[config.mk]
export PLATFORM = sky130hd
export DESIGN_NAME = motor_start_stop_protection_ctrl
export DESIGN_NICKNAME = d
export VERILOG_FILES = /design/src/hdl/motor_start_stop_protection_ctrl.v
export VERILOG_INCLUDE_DIRS = /design/src /design/src/hdl
export SDC_FILE = /design/constraint.sdc
export NUM_CORES = 1
export LEC_CHECK = 0
export BUFFER_PORTS_ARGS = -buffer_cell sky130_fd_sc_hd__buf_2
export CORE_MARGIN = 5
export CORE_UTILIZATION = 51
export DETAILED_ROUTE_END_ITERATION = 8
export PLACE_DENSITY = 0.74
export SYNTH_ARGS = -nofsm -noshare
export SYNTH_HDL_FRONTEND = slang
export SYNTH_SLANG_ARGS = --single-unit
[constraint.sdc]
create_clock -name clk -period 1.9 [get_ports clk]
set_input_delay 0.38 -clock clk [delete_from_list [all_inputs] [get_ports clk]]
set_output_delay 0.38 -clock clk [all_outputs]
set_load 0.01 [all_outputs]
[src/hdl/motor_ctrl_defines.vh]
// Overview of operation
// - Start mode selects search or normal start
// - Unassigned start select reads as on
// - Search code 999 starts at maximum frequency
// - Mode sets first search direction
// - Opposite direction tried only after failure
// - Stop shifting once motor is synchronised
// - Seven failed retries raise alarm, stop
// - Stop mode 0 ramps down to standstill
// - Stop mode 1 shuts output at once
// - Low reference frequency always ramps down
// - Limit setting chooses trip or limiting
// - Limiting gates off output, keeps regulating
// - Thermistor mode 1 trips to alarm stop
// - Thermistor mode 2 alarms, keeps running
// - Compare divided thermistor voltage to level
`ifndef MOTOR_CTRL_DEFINES_VH
`define MOTOR_CTRL_DEFINES_VH
`define ADDR_CTRL       12'h000
`define ADDR_SEARCH     12'h004
`define ADDR_LEVELS     12'h008
`define ADDR_STATUS     12'h00C
`define ADDR_IRQ_STAT   12'h010
`define ADDR_IRQ_MASK   12'h014
`define SEARCH_MAX_CODE 16'h03E7
`define MAX_RETRIES     3'h7
`define TRIAL_LIMIT     16'hFFFF
`define ST_IDLE         3'h0
`define ST_SEARCH       3'h1
`define ST_RUN          3'h2
`define ST_DECEL        3'h3
`define ST_ALARM        3'h4
`define MODE_DISABLE    3'h0
`define MODE_SEARCH_A   3'h3
`define MODE_SEARCH_B   3'h4
`define MODE_SEARCH_C   3'h5
`define THM_OFF         2'h0
`define THM_TRIP        2'h1
`define THM_WARN        2'h2
`define EV_SEARCH_FAIL  0
`define EV_OC_TRIP      1
`define EV_THM_TRIP     2
`define EV_THM_WARN     3
`define EV_SYNC         4
`define EV_WIDTH        5
`endif

[src/hdl/motor_start_stop_protection_ctrl.v]
`timescale 1ns/1ps
`include "motor_ctrl_defines.vh"
module motor_start_stop_protection_ctrl
(
   input  wire        clk,
   input  wire        rstn,
   input  wire        psel,
   input  wire        penable,
   input  wire        pwrite,
   input  wire [11:0] paddr,
   input  wire [31:0] pwdata,
   output reg  [31:0] prdata,
   output reg         pready,
   output reg         pslverr,
   input  wire        run_cmd,
   input  wire        run_reverse,
   input  wire        start_select_input,
   input  wire        start_select_assigned,
   input  wire        motor_synced,
   input  wire        overcurrent,
   input  wire        ref_freq_low,
   input  wire        decel_done,
   input  wire [9:0]  thermistor_level,
   output reg         gate_enable,
   output reg         search_active,
   output reg         search_reverse,
   output reg  [15:0] start_freq,
   output reg         ramp_decel,
   output reg         current_limiting,
   output reg         motor_overheat_output,
   output reg         irq
);
// Pin inputs pass two flip-flops
reg  [7:0] sync1;
reg  [7:0] sync2;
reg  [9:0] lvl1;
reg  [9:0] lvl2;
wire       run_s     = sync2[0];
wire       rev_s     = sync2[1];
wire       stm_s     = sync2[2];
wire       stm_asg_s = sync2[3];
wire       synced_s  = sync2[4];
wire       oc_s      = sync2[5];
wire       low_s     = sync2[6];
wire       ddone_s   = sync2[7];
always @(posedge clk)
begin
   if (!rstn)
   begin
      sync1 <= 8'h00;
      sync2 <= 8'h00;
      lvl1  <= 10'h000;
      lvl2  <= 10'h000;
   end
   else
   begin
      sync1 <= {decel_done, ref_freq_low, overcurrent, motor_synced,
                start_select_assigned, start_select_input, run_reverse,
                run_cmd};
      sync2 <= sync1;
      lvl1  <= thermistor_level;
      lvl2  <= lvl1;
   end
end
// --------------------------------------------------------------
// Registers
// --------------------------------------------------------------
reg  [2:0]           start_search_mode_setting;
reg                  stop_mode_setting;
reg                  instant_current_limit_setting;
reg  [1:0]           thermistor_mode_setting;
reg  [1:0]           ramp_pattern_setting;
reg  [15:0]          search_start_frequency;
reg  [15:0]          max_frequency;
reg  [9:0]           thermistor_detect_level;
reg  [15:0]          decel_time_setting;
reg  [`EV_WIDTH-1:0] irq_stat;
reg  [`EV_WIDTH-1:0] irq_mask;
reg  [`EV_WIDTH-1:0] events;
reg  [2:0]           state;
reg  [2:0]           retries;
reg                  second_trial;
reg  [15:0]          trial_cnt;
reg                  run_d;
wire wr = psel && penable && pwrite && pready;
function [2:0] fail_code;
   input [2:0] st;
   begin
      fail_code = st;
   end
endfunction
// Start select counts as on when no terminal carries it
wire stm_eff = stm_s || !stm_asg_s;
wire search_mode = (start_search_mode_setting == `MODE_SEARCH_A) ||
                   (start_search_mode_setting == `MODE_SEARCH_B) ||
                   (start_search_mode_setting == `MODE_SEARCH_C);
wire do_search = search_mode && stm_eff;
// Mode 5 begins opposite to the run direction
wire first_rev = (start_search_mode_setting == `MODE_SEARCH_C) ?
                 !rev_s : rev_s;
// Divided thermistor voltage against level, 0.00 to 5.00 V scale
wire thm_over = lvl2 > thermistor_detect_level;
wire run_rise = run_s && !run_d;
wire trial_end = (trial_cnt == `TRIAL_LIMIT);
// --------------------------------------------------------------
// APB slave
// --------------------------------------------------------------
always @(posedge clk)
begin
   if (!rstn)
   begin
      pready                        <= 1'b0;
      pslverr                       <= 1'b0;
      prdata                        <= 32'h0000_0000;
      start_search_mode_setting     <= `MODE_DISABLE;
      stop_mode_setting             <= 1'b0;
      instant_current_limit_setting <= 1'b0;
      thermistor_mode_setting       <= `THM_OFF;
      ramp_pattern_setting          <= 2'b00;
      search_start_frequency        <= 16'h0000;
      max_frequency                 <= 16'h0000;
      thermistor_detect_level       <= 10'h000;
      decel_time_setting            <= 16'h0000;
      irq_mask                      <= {`EV_WIDTH{1'b0}};
      irq_stat                      <= {`EV_WIDTH{1'b0}};
   end
   else
   begin
      pready  <= psel && !penable;
      pslverr <= 1'b0;
      if (psel && !penable)
      begin
         prdata <= 32'h0000_0000;
         if (paddr == `ADDR_CTRL)
            prdata <= {23'h00_0000,
                       ramp_pattern_setting, thermistor_mode_setting,
                       instant_current_limit_setting, stop_mode_setting,
                       start_search_mode_setting};
         else if (paddr == `ADDR_SEARCH)
            prdata <= {max_frequency, search_start_frequency};
         else if (paddr == `ADDR_LEVELS)
            prdata <= {decel_time_setting, 6'h00, thermistor_detect_level};
         else if (paddr == `ADDR_STATUS)
            prdata <= {16'h0000, lvl2, state, retries};
         else if (paddr == `ADDR_IRQ_STAT)
            prdata <= {27'h0000_000, irq_stat};
         else if (paddr == `ADDR_IRQ_MASK)
            prdata <= {27'h0000_000, irq_mask};
         else
            pslverr <= 1'b1;
      end
      if (wr)
      begin
         if (paddr == `ADDR_CTRL)
         begin
            start_search_mode_setting     <= pwdata[2:0];
            stop_mode_setting             <= pwdata[3];
            instant_current_limit_setting <= pwdata[4];
            thermistor_mode_setting       <= pwdata[6:5];
            ramp_pattern_setting          <= pwdata[8:7];
         end
         else if (paddr == `ADDR_SEARCH)
         begin
            search_start_frequency <= pwdata[15:0];
            max_frequency          <= pwdata[31:16];
         end
         else if (paddr == `ADDR_LEVELS)
         begin
            thermistor_detect_level <= pwdata[9:0];
            decel_time_setting      <= pwdata[31:16];
         end
         else if (paddr == `ADDR_IRQ_MASK)
            irq_mask <= pwdata[`EV_WIDTH-1:0];
      end
      // Set wins over write-one-to-clear
      if (wr && paddr == `ADDR_IRQ_STAT)
         irq_stat <= (irq_stat & ~pwdata[`EV_WIDTH-1:0]) | events;
      else
         irq_stat <= irq_stat | events;
   end
end
// --------------------------------------------------------------
// Start, search, stop and protection sequencer
// --------------------------------------------------------------
always @(posedge clk)
begin
   if (!rstn)
   begin
      state                 <= `ST_IDLE;
      retries               <= 3'h0;
      second_trial          <= 1'b0;
      trial_cnt             <= 16'h0000;
      run_d                 <= 1'b0;
      events                <= {`EV_WIDTH{1'b0}};
      gate_enable           <= 1'b0;
      search_active         <= 1'b0;
      search_reverse        <= 1'b0;
      start_freq            <= 16'h0000;
      ramp_decel            <= 1'b0;
      current_limiting      <= 1'b0;
      motor_overheat_output <= 1'b0;
      irq                   <= 1'b0;
   end
   else
   begin
      run_d  <= run_s;
      events <= {`EV_WIDTH{1'b0}};
      irq    <= |(irq_stat & irq_mask);
      current_limiting <= 1'b0;
      motor_overheat_output <= (thermistor_mode_setting == `THM_WARN) &&
                               thm_over;
      if (thermistor_mode_setting == `THM_WARN && thm_over)
         events[`EV_THM_WARN] <= 1'b1;
      case (state)
      `ST_IDLE:
      begin
         gate_enable <= 1'b0;
         ramp_decel  <= 1'b0;
         if (run_rise)
         begin
            retries      <= 3'h0;
            second_trial <= 1'b0;
            trial_cnt    <= 16'h0000;
            gate_enable  <= 1'b1;
            if (do_search)
            begin
               state          <= `ST_SEARCH;
               search_active  <= 1'b1;
               search_reverse <= first_rev;
               start_freq     <= (search_start_frequency ==
                                  `SEARCH_MAX_CODE) ? max_frequency
                                 : search_start_frequency;
            end
            else
            begin
               state      <= `ST_RUN;
               start_freq <= 16'h0000;
            end
         end
      end
      `ST_SEARCH:
      begin
         trial_cnt <= trial_cnt + 16'h0001;
         if (synced_s)
         begin
            state         <= `ST_RUN;
            search_active <= 1'b0;
            retries       <= 3'h0;
            events[`EV_SYNC] <= 1'b1;
         end
         else if (trial_end)
         begin
            trial_cnt <= 16'h0000;
            if (start_search_mode_setting == `MODE_SEARCH_C &&
                !second_trial)
            begin
               second_trial   <= 1'b1;
               search_reverse <= !search_reverse;
            end
            else if (retries == fail_code(`MAX_RETRIES))
            begin
               state         <= `ST_ALARM;
               search_active <= 1'b0;
               gate_enable   <= 1'b0;
               events[`EV_SEARCH_FAIL] <= 1'b1;
            end
            else
            begin
               retries        <= retries + 3'h1;
               second_trial   <= 1'b0;
               search_reverse <= first_rev;
            end
         end
      end
      `ST_RUN:
      begin
         if (!run_s)
         begin
            search_active <= 1'b0;
            if (stop_mode_setting && !low_s)
            begin
               state       <= `ST_IDLE;
               gate_enable <= 1'b0;
            end
            else
            begin
               state      <= `ST_DECEL;
               ramp_decel <= 1'b1;
            end
         end
      end
      `ST_DECEL:
      begin
         if (ddone_s)
         begin
            state       <= `ST_IDLE;
            ramp_decel  <= 1'b0;
            gate_enable <= 1'b0;
         end
      end
      default:
      begin
         gate_enable   <= 1'b0;
         search_active <= 1'b0;
         ramp_decel    <= 1'b0;
         if (!run_s && wr && paddr == `ADDR_STATUS)
            state <= `ST_IDLE;
      end
      endcase
      // Protection overrides the sequence
      if (state != `ST_IDLE && state != `ST_ALARM && oc_s)
      begin
         if (instant_current_limit_setting)
         begin
            current_limiting <= 1'b1;
            gate_enable      <= 1'b0;
            if (state == `ST_SEARCH || state == `ST_RUN)
               gate_enable <= 1'b0;
         end
         else
         begin
            state       <= `ST_ALARM;
            gate_enable <= 1'b0;
            events[`EV_OC_TRIP] <= 1'b1;
         end
      end
      else if (state != `ST_IDLE && state != `ST_ALARM && oc_s == 1'b0 &&
               current_limiting)
         gate_enable <= 1'b1;
      if (thermistor_mode_setting == `THM_TRIP && thm_over &&
          state != `ST_ALARM)
      begin
         state       <= `ST_ALARM;
         gate_enable <= 1'b0;
         events[`EV_THM_TRIP] <= 1'b1;
      end
   end
end
endmodule

* After elaboration in Yosys (flattened, before gate mapping) *
Index checks and enable logic that the tools add are counted.

storage, ports and cells
  memory bits (read-only) = 0
  bits in latches = 0
  bits of input ports = 67
  memories kept = 0
  output and inout port bits = 57
  bits in writable memories = 0
  register bits after elaboration = 199
  word-level logic and storage cells = 213

operators by class
  div/mod/pow operators = 0
  bitwise operators = 14
  reduce and logical (&&, ||, !) cells = 52
  multipliers = 0
  $lt $le $gt $ge = 1
  $add $sub $neg = 2
  shifts and indexed selects = 0
  eq/ne operators = 36
  multiplexer cells = 72

operator list
  operator                                               number
  two-way mux 16 bit                                     6
  two-way mux 32 bit                                     3
  two-way mux 3 bit                                      16
  two-way mux 1 bit                                      34
  one-hot mux 16 bit (2 select lines)                    1
  equality test 12 x 4 -> 1 bit, second input constant   2
  equality test 12 x 5 -> 1 bit, second input constant   2
  inequality test 3 bit, second input constant           7
  logical AND 1 bit                                      18
  inequality test 3 x 2 -> 1 bit, second input constant  6
  adder 16 x 1 -> 16 bit, second input constant          1
  equality test 16 x 10 -> 1 bit, second input constant  1
  equality test 16 bit, second input constant            1
  two-way mux 5 bit                                      3
  AND reduction 5 bit                                    3
  inequality test 2 bit, second input constant           7
  AND reduction 7 bit                                    2
  equality test 12 x 3 -> 1 bit, second input constant   1
  logical NOT 12 bit                                     1
  one-hot mux 3 bit (4 select lines)                     1
  AND 5 bit                                              2
  > comparator 10 bit                                    1
  bitwise OR 5 bit                                       2
  AND reduction 2 bit                                    5
  25 further kinds                                       51

* Logic depth before layout (Yosys ltp) *
  depth in word-level cells = 10
  gate-level depth with buffers = 7

* Least setup slack after synthesis *
Ideal clock, no wire load.

  kind = flip-flop to flip-flop
  from = reg thermistor_detect_level[5]
  to = reg state[2]
  arrival time = 1.930 ns
  cell stages (with the launch flop) = 8
  period minus slack after synthesis = 2.055 ns
  library setup time = 0.125 ns
  setup slack = -0.155 ns
  cells stage by stage = dfxtp_1 inv_1 ha_1 a21oi_1 o21ai_1 a2111oi_0 a2111oi_1 o41a_1

on the way
  longest elaborated chain between the ends = 4

RTL lines
  what                         RTL line                                source
  from (decl)                  motor_start_stop_protection_ctrl.v:75   reg [9:0] thermistor_detect_level;
  from (signal assigned)       motor_start_stop_protection_ctrl.v:169  thermistor_detect_level <= pwdata[9:0];
  > comparator 10 bit          motor_start_stop_protection_ctrl.v:102  wire thm_over = lvl2 > thermistor_detect_level;
  logical AND 1 bit            motor_start_stop_protection_ctrl.v:330  if (thermistor_mode_setting == `THM_TRIP && thm_over &&
  logical AND 1 bit (no line)  n/a
  two-way mux 3 bit            motor_start_stop_protection_ctrl.v:330
  to (signal assigned)         motor_start_stop_protection_ctrl.v:307  state <= `ST_IDLE;
  to (signal assigned)         motor_start_stop_protection_ctrl.v:322  state <= `ST_ALARM;
  to (signal assigned)         motor_start_stop_protection_ctrl.v:333  state <= `ST_ALARM;
  to (decl)                    motor_start_stop_protection_ctrl.v:80   reg [2:0] state;

No other way between the ends.
A chain may end at the register's enable or synchronous reset.

* Worst setup path in the final report *
  from = reg thermistor_detect_level[7]
  to = reg events[2]

on the way
  longest elaborated chain between the ends = 4

RTL lines
  what                         RTL line                                source
  > comparator 10 bit          motor_start_stop_protection_ctrl.v:102
  logical AND 1 bit            motor_start_stop_protection_ctrl.v:330
  logical AND 1 bit (no line)  n/a
  two-way mux 1 bit            motor_start_stop_protection_ctrl.v:330
  to (signal assigned)         motor_start_stop_protection_ctrl.v:194  events <= {`EV_WIDTH{1'b0}};
  to (signal assigned)         motor_start_stop_protection_ctrl.v:207  events <= {`EV_WIDTH{1'b0}};
  to (decl)                    motor_start_stop_protection_ctrl.v:79   reg [`EV_WIDTH-1:0] events;

No other way between the ends.

==> flow_metrics.env <==
export IMPL_crit_path_start_kind="flop"
export IMPL_syn_mean_instance_area_sq_um=8.60
export IMPL_synthTopCellsByCount="216 x nand2_1, 198 x dfxtp_1, 50 x a21boi_1"
export IMPL_yosysTopAreaCell="dfxtp_1"
export IMPL_drt_first_pass_iters=5
export IMPL_async_flop_share_pct=0
export IMPL_cp_required_ps=2280
export IMPL_routabilityCongestion=0.903
export IMPL_maxCapViolations=0
export IMPL_grt_pass1_wl_um=40100
export IMPL_cp_slowest_stage_delay_ps=350
export IMPL_initialDrtViolationCount=801
export IMPL_hold_depth=2
export IMPL_ys_types=68
export IMPL_p_leak_uw=0.00435
export IMPL_tightest_slew_ps=581
export IMPL_io_buffers=123
export IMPL_dp_cells=1381
export IMPL_via_per_inst=5.65
export IMPL_worstSetupPathType="reg2reg"
export IMPL_outcome="finished, violations left"
export IMPL_initial_utilization_pct=51.3
export IMPL_yosysMostFrequentCell="nand2_1"
export IMPL_cts_max_path_buffers=2
export IMPL_layout_nets=1266
export IMPL_min_to="lvl1[6]$_SDFF_PN0_"
export IMPL_finalHoldViolations=0
export IMPL_yosys_warnings=0
export IMPL_vias=8018
export IMPL_dpl_hpwl_um=17600
export IMPL_final_cells=1420
export IMPL_cp_arrival_ps=2370
export IMPL_r2r_cells=8
export IMPL_clk_latency_ps=430
export IMPL_crit_top_cell="a2111oi_4"
export IMPL_ys_seq_area_share_pct=47.1
export IMPL_wire_per_inst_um=18.1
export IMPL_num_rows=47
export IMPL_crit_path_max_fanout=5
export IMPL_violations="setup timing"
export IMPL_die_w_um=138
export IMPL_cts_tree="done"
export IMPL_ios=124
export IMPL_grt_total_usage_pct=25.5
export IMPL_netlist_area_leader_share_pct=47.1
export IMPL_drc=0
export IMPL_drv_slew=0
export IMPL_rsz0062_at_grt="true"
export IMPL_finalSetupTns_ps=-1060
export IMPL_ys_flop_type="dfxtp_1"
export IMPL_fillers=1293
export IMPL_stdcell_area_sq_um=11100
export IMPL_root_buffer="clkbuf_16"
export IMPL_reg2reg_from="thermistor_detect_level[7]$_SDFFE_PN0P_"
export IMPL_htree_levels=4
export IMPL_grt_pass1_vias=7684
export IMPL_syn_area_sq_um=8420
export IMPL_period_needed_ps=1990
export IMPL_grt_max_degree=65
export IMPL_syn_nets=1059
export IMPL_setup_viol=18
export IMPL_setup_ws_ps=-93.2
export IMPL_fin_crit_sh_pct=105
export IMPL_areaGrowthSynthToFinish_pct=32.3
export IMPL_clock_sinks=198
export IMPL_antenna_found_initial=0
export IMPL_crit_slowest_cell="a211oi_2"
export IMPL_core_area_sq_um=16400
export IMPL_grt_overflow_total=0
export IMPL_synth_edf_count=0
export IMPL_power_density_nw_per_um2=772
export IMPL_hp_start="thermistor_level[6]"
export IMPL_drive_above_1_share_pct=30.2
export IMPL_die_area_sq_um=19200
export IMPL_hp_class="in2reg"
export IMPL_crit_path_cell_trace="inv_2 > ha_4 > nand4_1 > a211oi_2 > a2111oi_4 > a2111oi_4 > buf_4 > and2_4"
export IMPL_r2r_slack_ps=-90
export IMPL_relSlewSlack_pct=61.3
export IMPL_synth_area_leaders="dfxtp_1 47%, nand2_1 9.6%, a21boi_1 4.5%"
export IMPL_worstSetupEndpointType="flop"
export IMPL_r2r_end="events[2]$_SDFF_PN0_"
export IMPL_path_clk_slew_ps=70
export IMPL_wl_um=25700
export IMPL_cts_made_buffers=17
export IMPL_hold_buffers=0
export IMPL_finClkSkew_ps=10.8
export IMPL_ys_ff_latch=198
export IMPL_ir_drop_uv=706
export IMPL_netlist_instances=979
export IMPL_fmaxAchievable_mhz=502
export IMPL_ant_nets=0
export IMPL_die_h_um=138
export IMPL_place_area_sq_um=10100
-- critical path: cells and delay by family, from the launching register on --
| kind | cells | cell delay [ps] |
|---|---|---|
| adder cells (fa/ha/maj) | 1 | 260 |
| flip-flops | 1 | 340 |
| AO/OA/AOI/OAI | 3 | 740 |
| buffers and inverters | 2 | 250 |
| AND/OR/NAND/NOR | 2 | 350 |
-- power breakdown --
group	switching (uW)	internal [uW]	leakage, uW	total, uW
combinational	357	287	0.00244	644
sequential	35.7	4190	0.00161	4230
clock	1690	2030	0.000294	3730
total	2090	6510	0.00435	8600
-- per-layer routing --
metal / part of all wire [%] / track usage, % / wire length [um] / vias up
li1: - / - / - / 3794
met1: 41 / 33.4 / 10600 / 3774
met2: 48 / 41.5 / 12200 / 392
met3: 8.8 / 6.91 / 2250 / 58
met4: 2.3 / 7.75 / 599 / 0
met5: 0 / 0 / 0 / -
-- stage by stage --
| step | hold WS [ps] | total power (uW) | setup WS [ps] | util (%) |
|---|---|---|---|---|
| floorplan | 412 | 4590 | -51.5 | - |
| global placement | 414 | 4860 | -234 | 61.5 |
| detailed placement | 418 | 4870 | -293 | 61.5 |
| CTS | 137 | 8550 | -66.4 | 66.1 |
| global route | 137 | 8860 | -176 | 67.9 |
| finish | 149 | 8600 | -93.2 | 67.9 |
-- registers in the layout, indices dropped and copies added, names as in the netlist, 4 cells and up --
signal / cells
max_frequency: 16
events: 4
search_start_frequency: 16
lvl2: 10
sync2: 8
decel_time_setting: 16
thermistor_detect_level: 10
start_freq: 16
sync1: 8
irq_mask: 5
prdata: 32
lvl1: 10
trial_cnt: 16
irq_stat: 5
-- worst max path at each step --
stage | from | to | slack [ps] | cells after the start
after floorplan | thermistor_detect_level[5]$_SDFFE_PN0P_ | state[2]$_SDFF_PN0_ | -50 | 7
after global placement | thermistor_detect_level[5]$_SDFFE_PN0P_ | state[2]$_SDFF_PN0_ | -230 | 8
after detailed placement | thermistor_detect_level[5]$_SDFFE_PN0P_ | state[2]$_SDFF_PN0_ | -290 | 8
final | thermistor_detect_level[7]$_SDFFE_PN0P_ | events[2]$_SDFF_PN0_ | -90 | 8
after global routing | thermistor_detect_level[7]$_SDFFE_PN0P_ | events[2]$_SDFF_PN0_ | -180 | 8
after CTS | trial_cnt[1]$_SDFFE_PN0P_ | gate_enable$_SDFFE_PP0P_ | -70 | 6
-- area by class of cell --
type,count,area (sq um),share of cell area (%)
multi-input cells,701,4520,40.6
flip-flops and latches,198,3990,35.9
repair buffers,240,1630,14.7
clock buffers,20,447,4.01
well taps,220,275,2.47
clock inverters,12,156,1.40
inverters,28,105,0.944
diodes,1,2.50,0.0225
-- cell families (layout without fill, tap and decap cells) --
family | after synthesis | after routing | synth area share [%]
simple gates | 413 | 413 | 24.0
compound gates | 249 | 249 | 20.2
flops | 198 | 198 | 47.1
buf+inv | 80 | 300 | 3.82
fa+ha+maj | 13 | 13 | 1.93
xor+xnor | 13 | 13 | 1.35
mux | 13 | 13 | 1.56
other cells | 0 | 1 | 0
-- cell usage in the layout (no fill, tap or decap), types with 21 or more instances in the layout --
cell	instances
inv_1	21
buf_4	106
o21ai_0	45
o21ai_1	24
nor2b_1	21
a21boi_1	50
a22oi_1	29
buf_2	122
nand2_1	215
dfxtp_1	177
a21oi_1	27
and2_1	45
nor2_1	22
-- timing repair --
action | CTS | global route
buffers inserted | 2 | 5
pin swaps | 14 | 19
gates cloned | 0 | 1
endpoints found under the setup margin | 25 | 42
gates resized for setup | 28 | 59
Note: power is estimated with default switching activity, not from simulation.
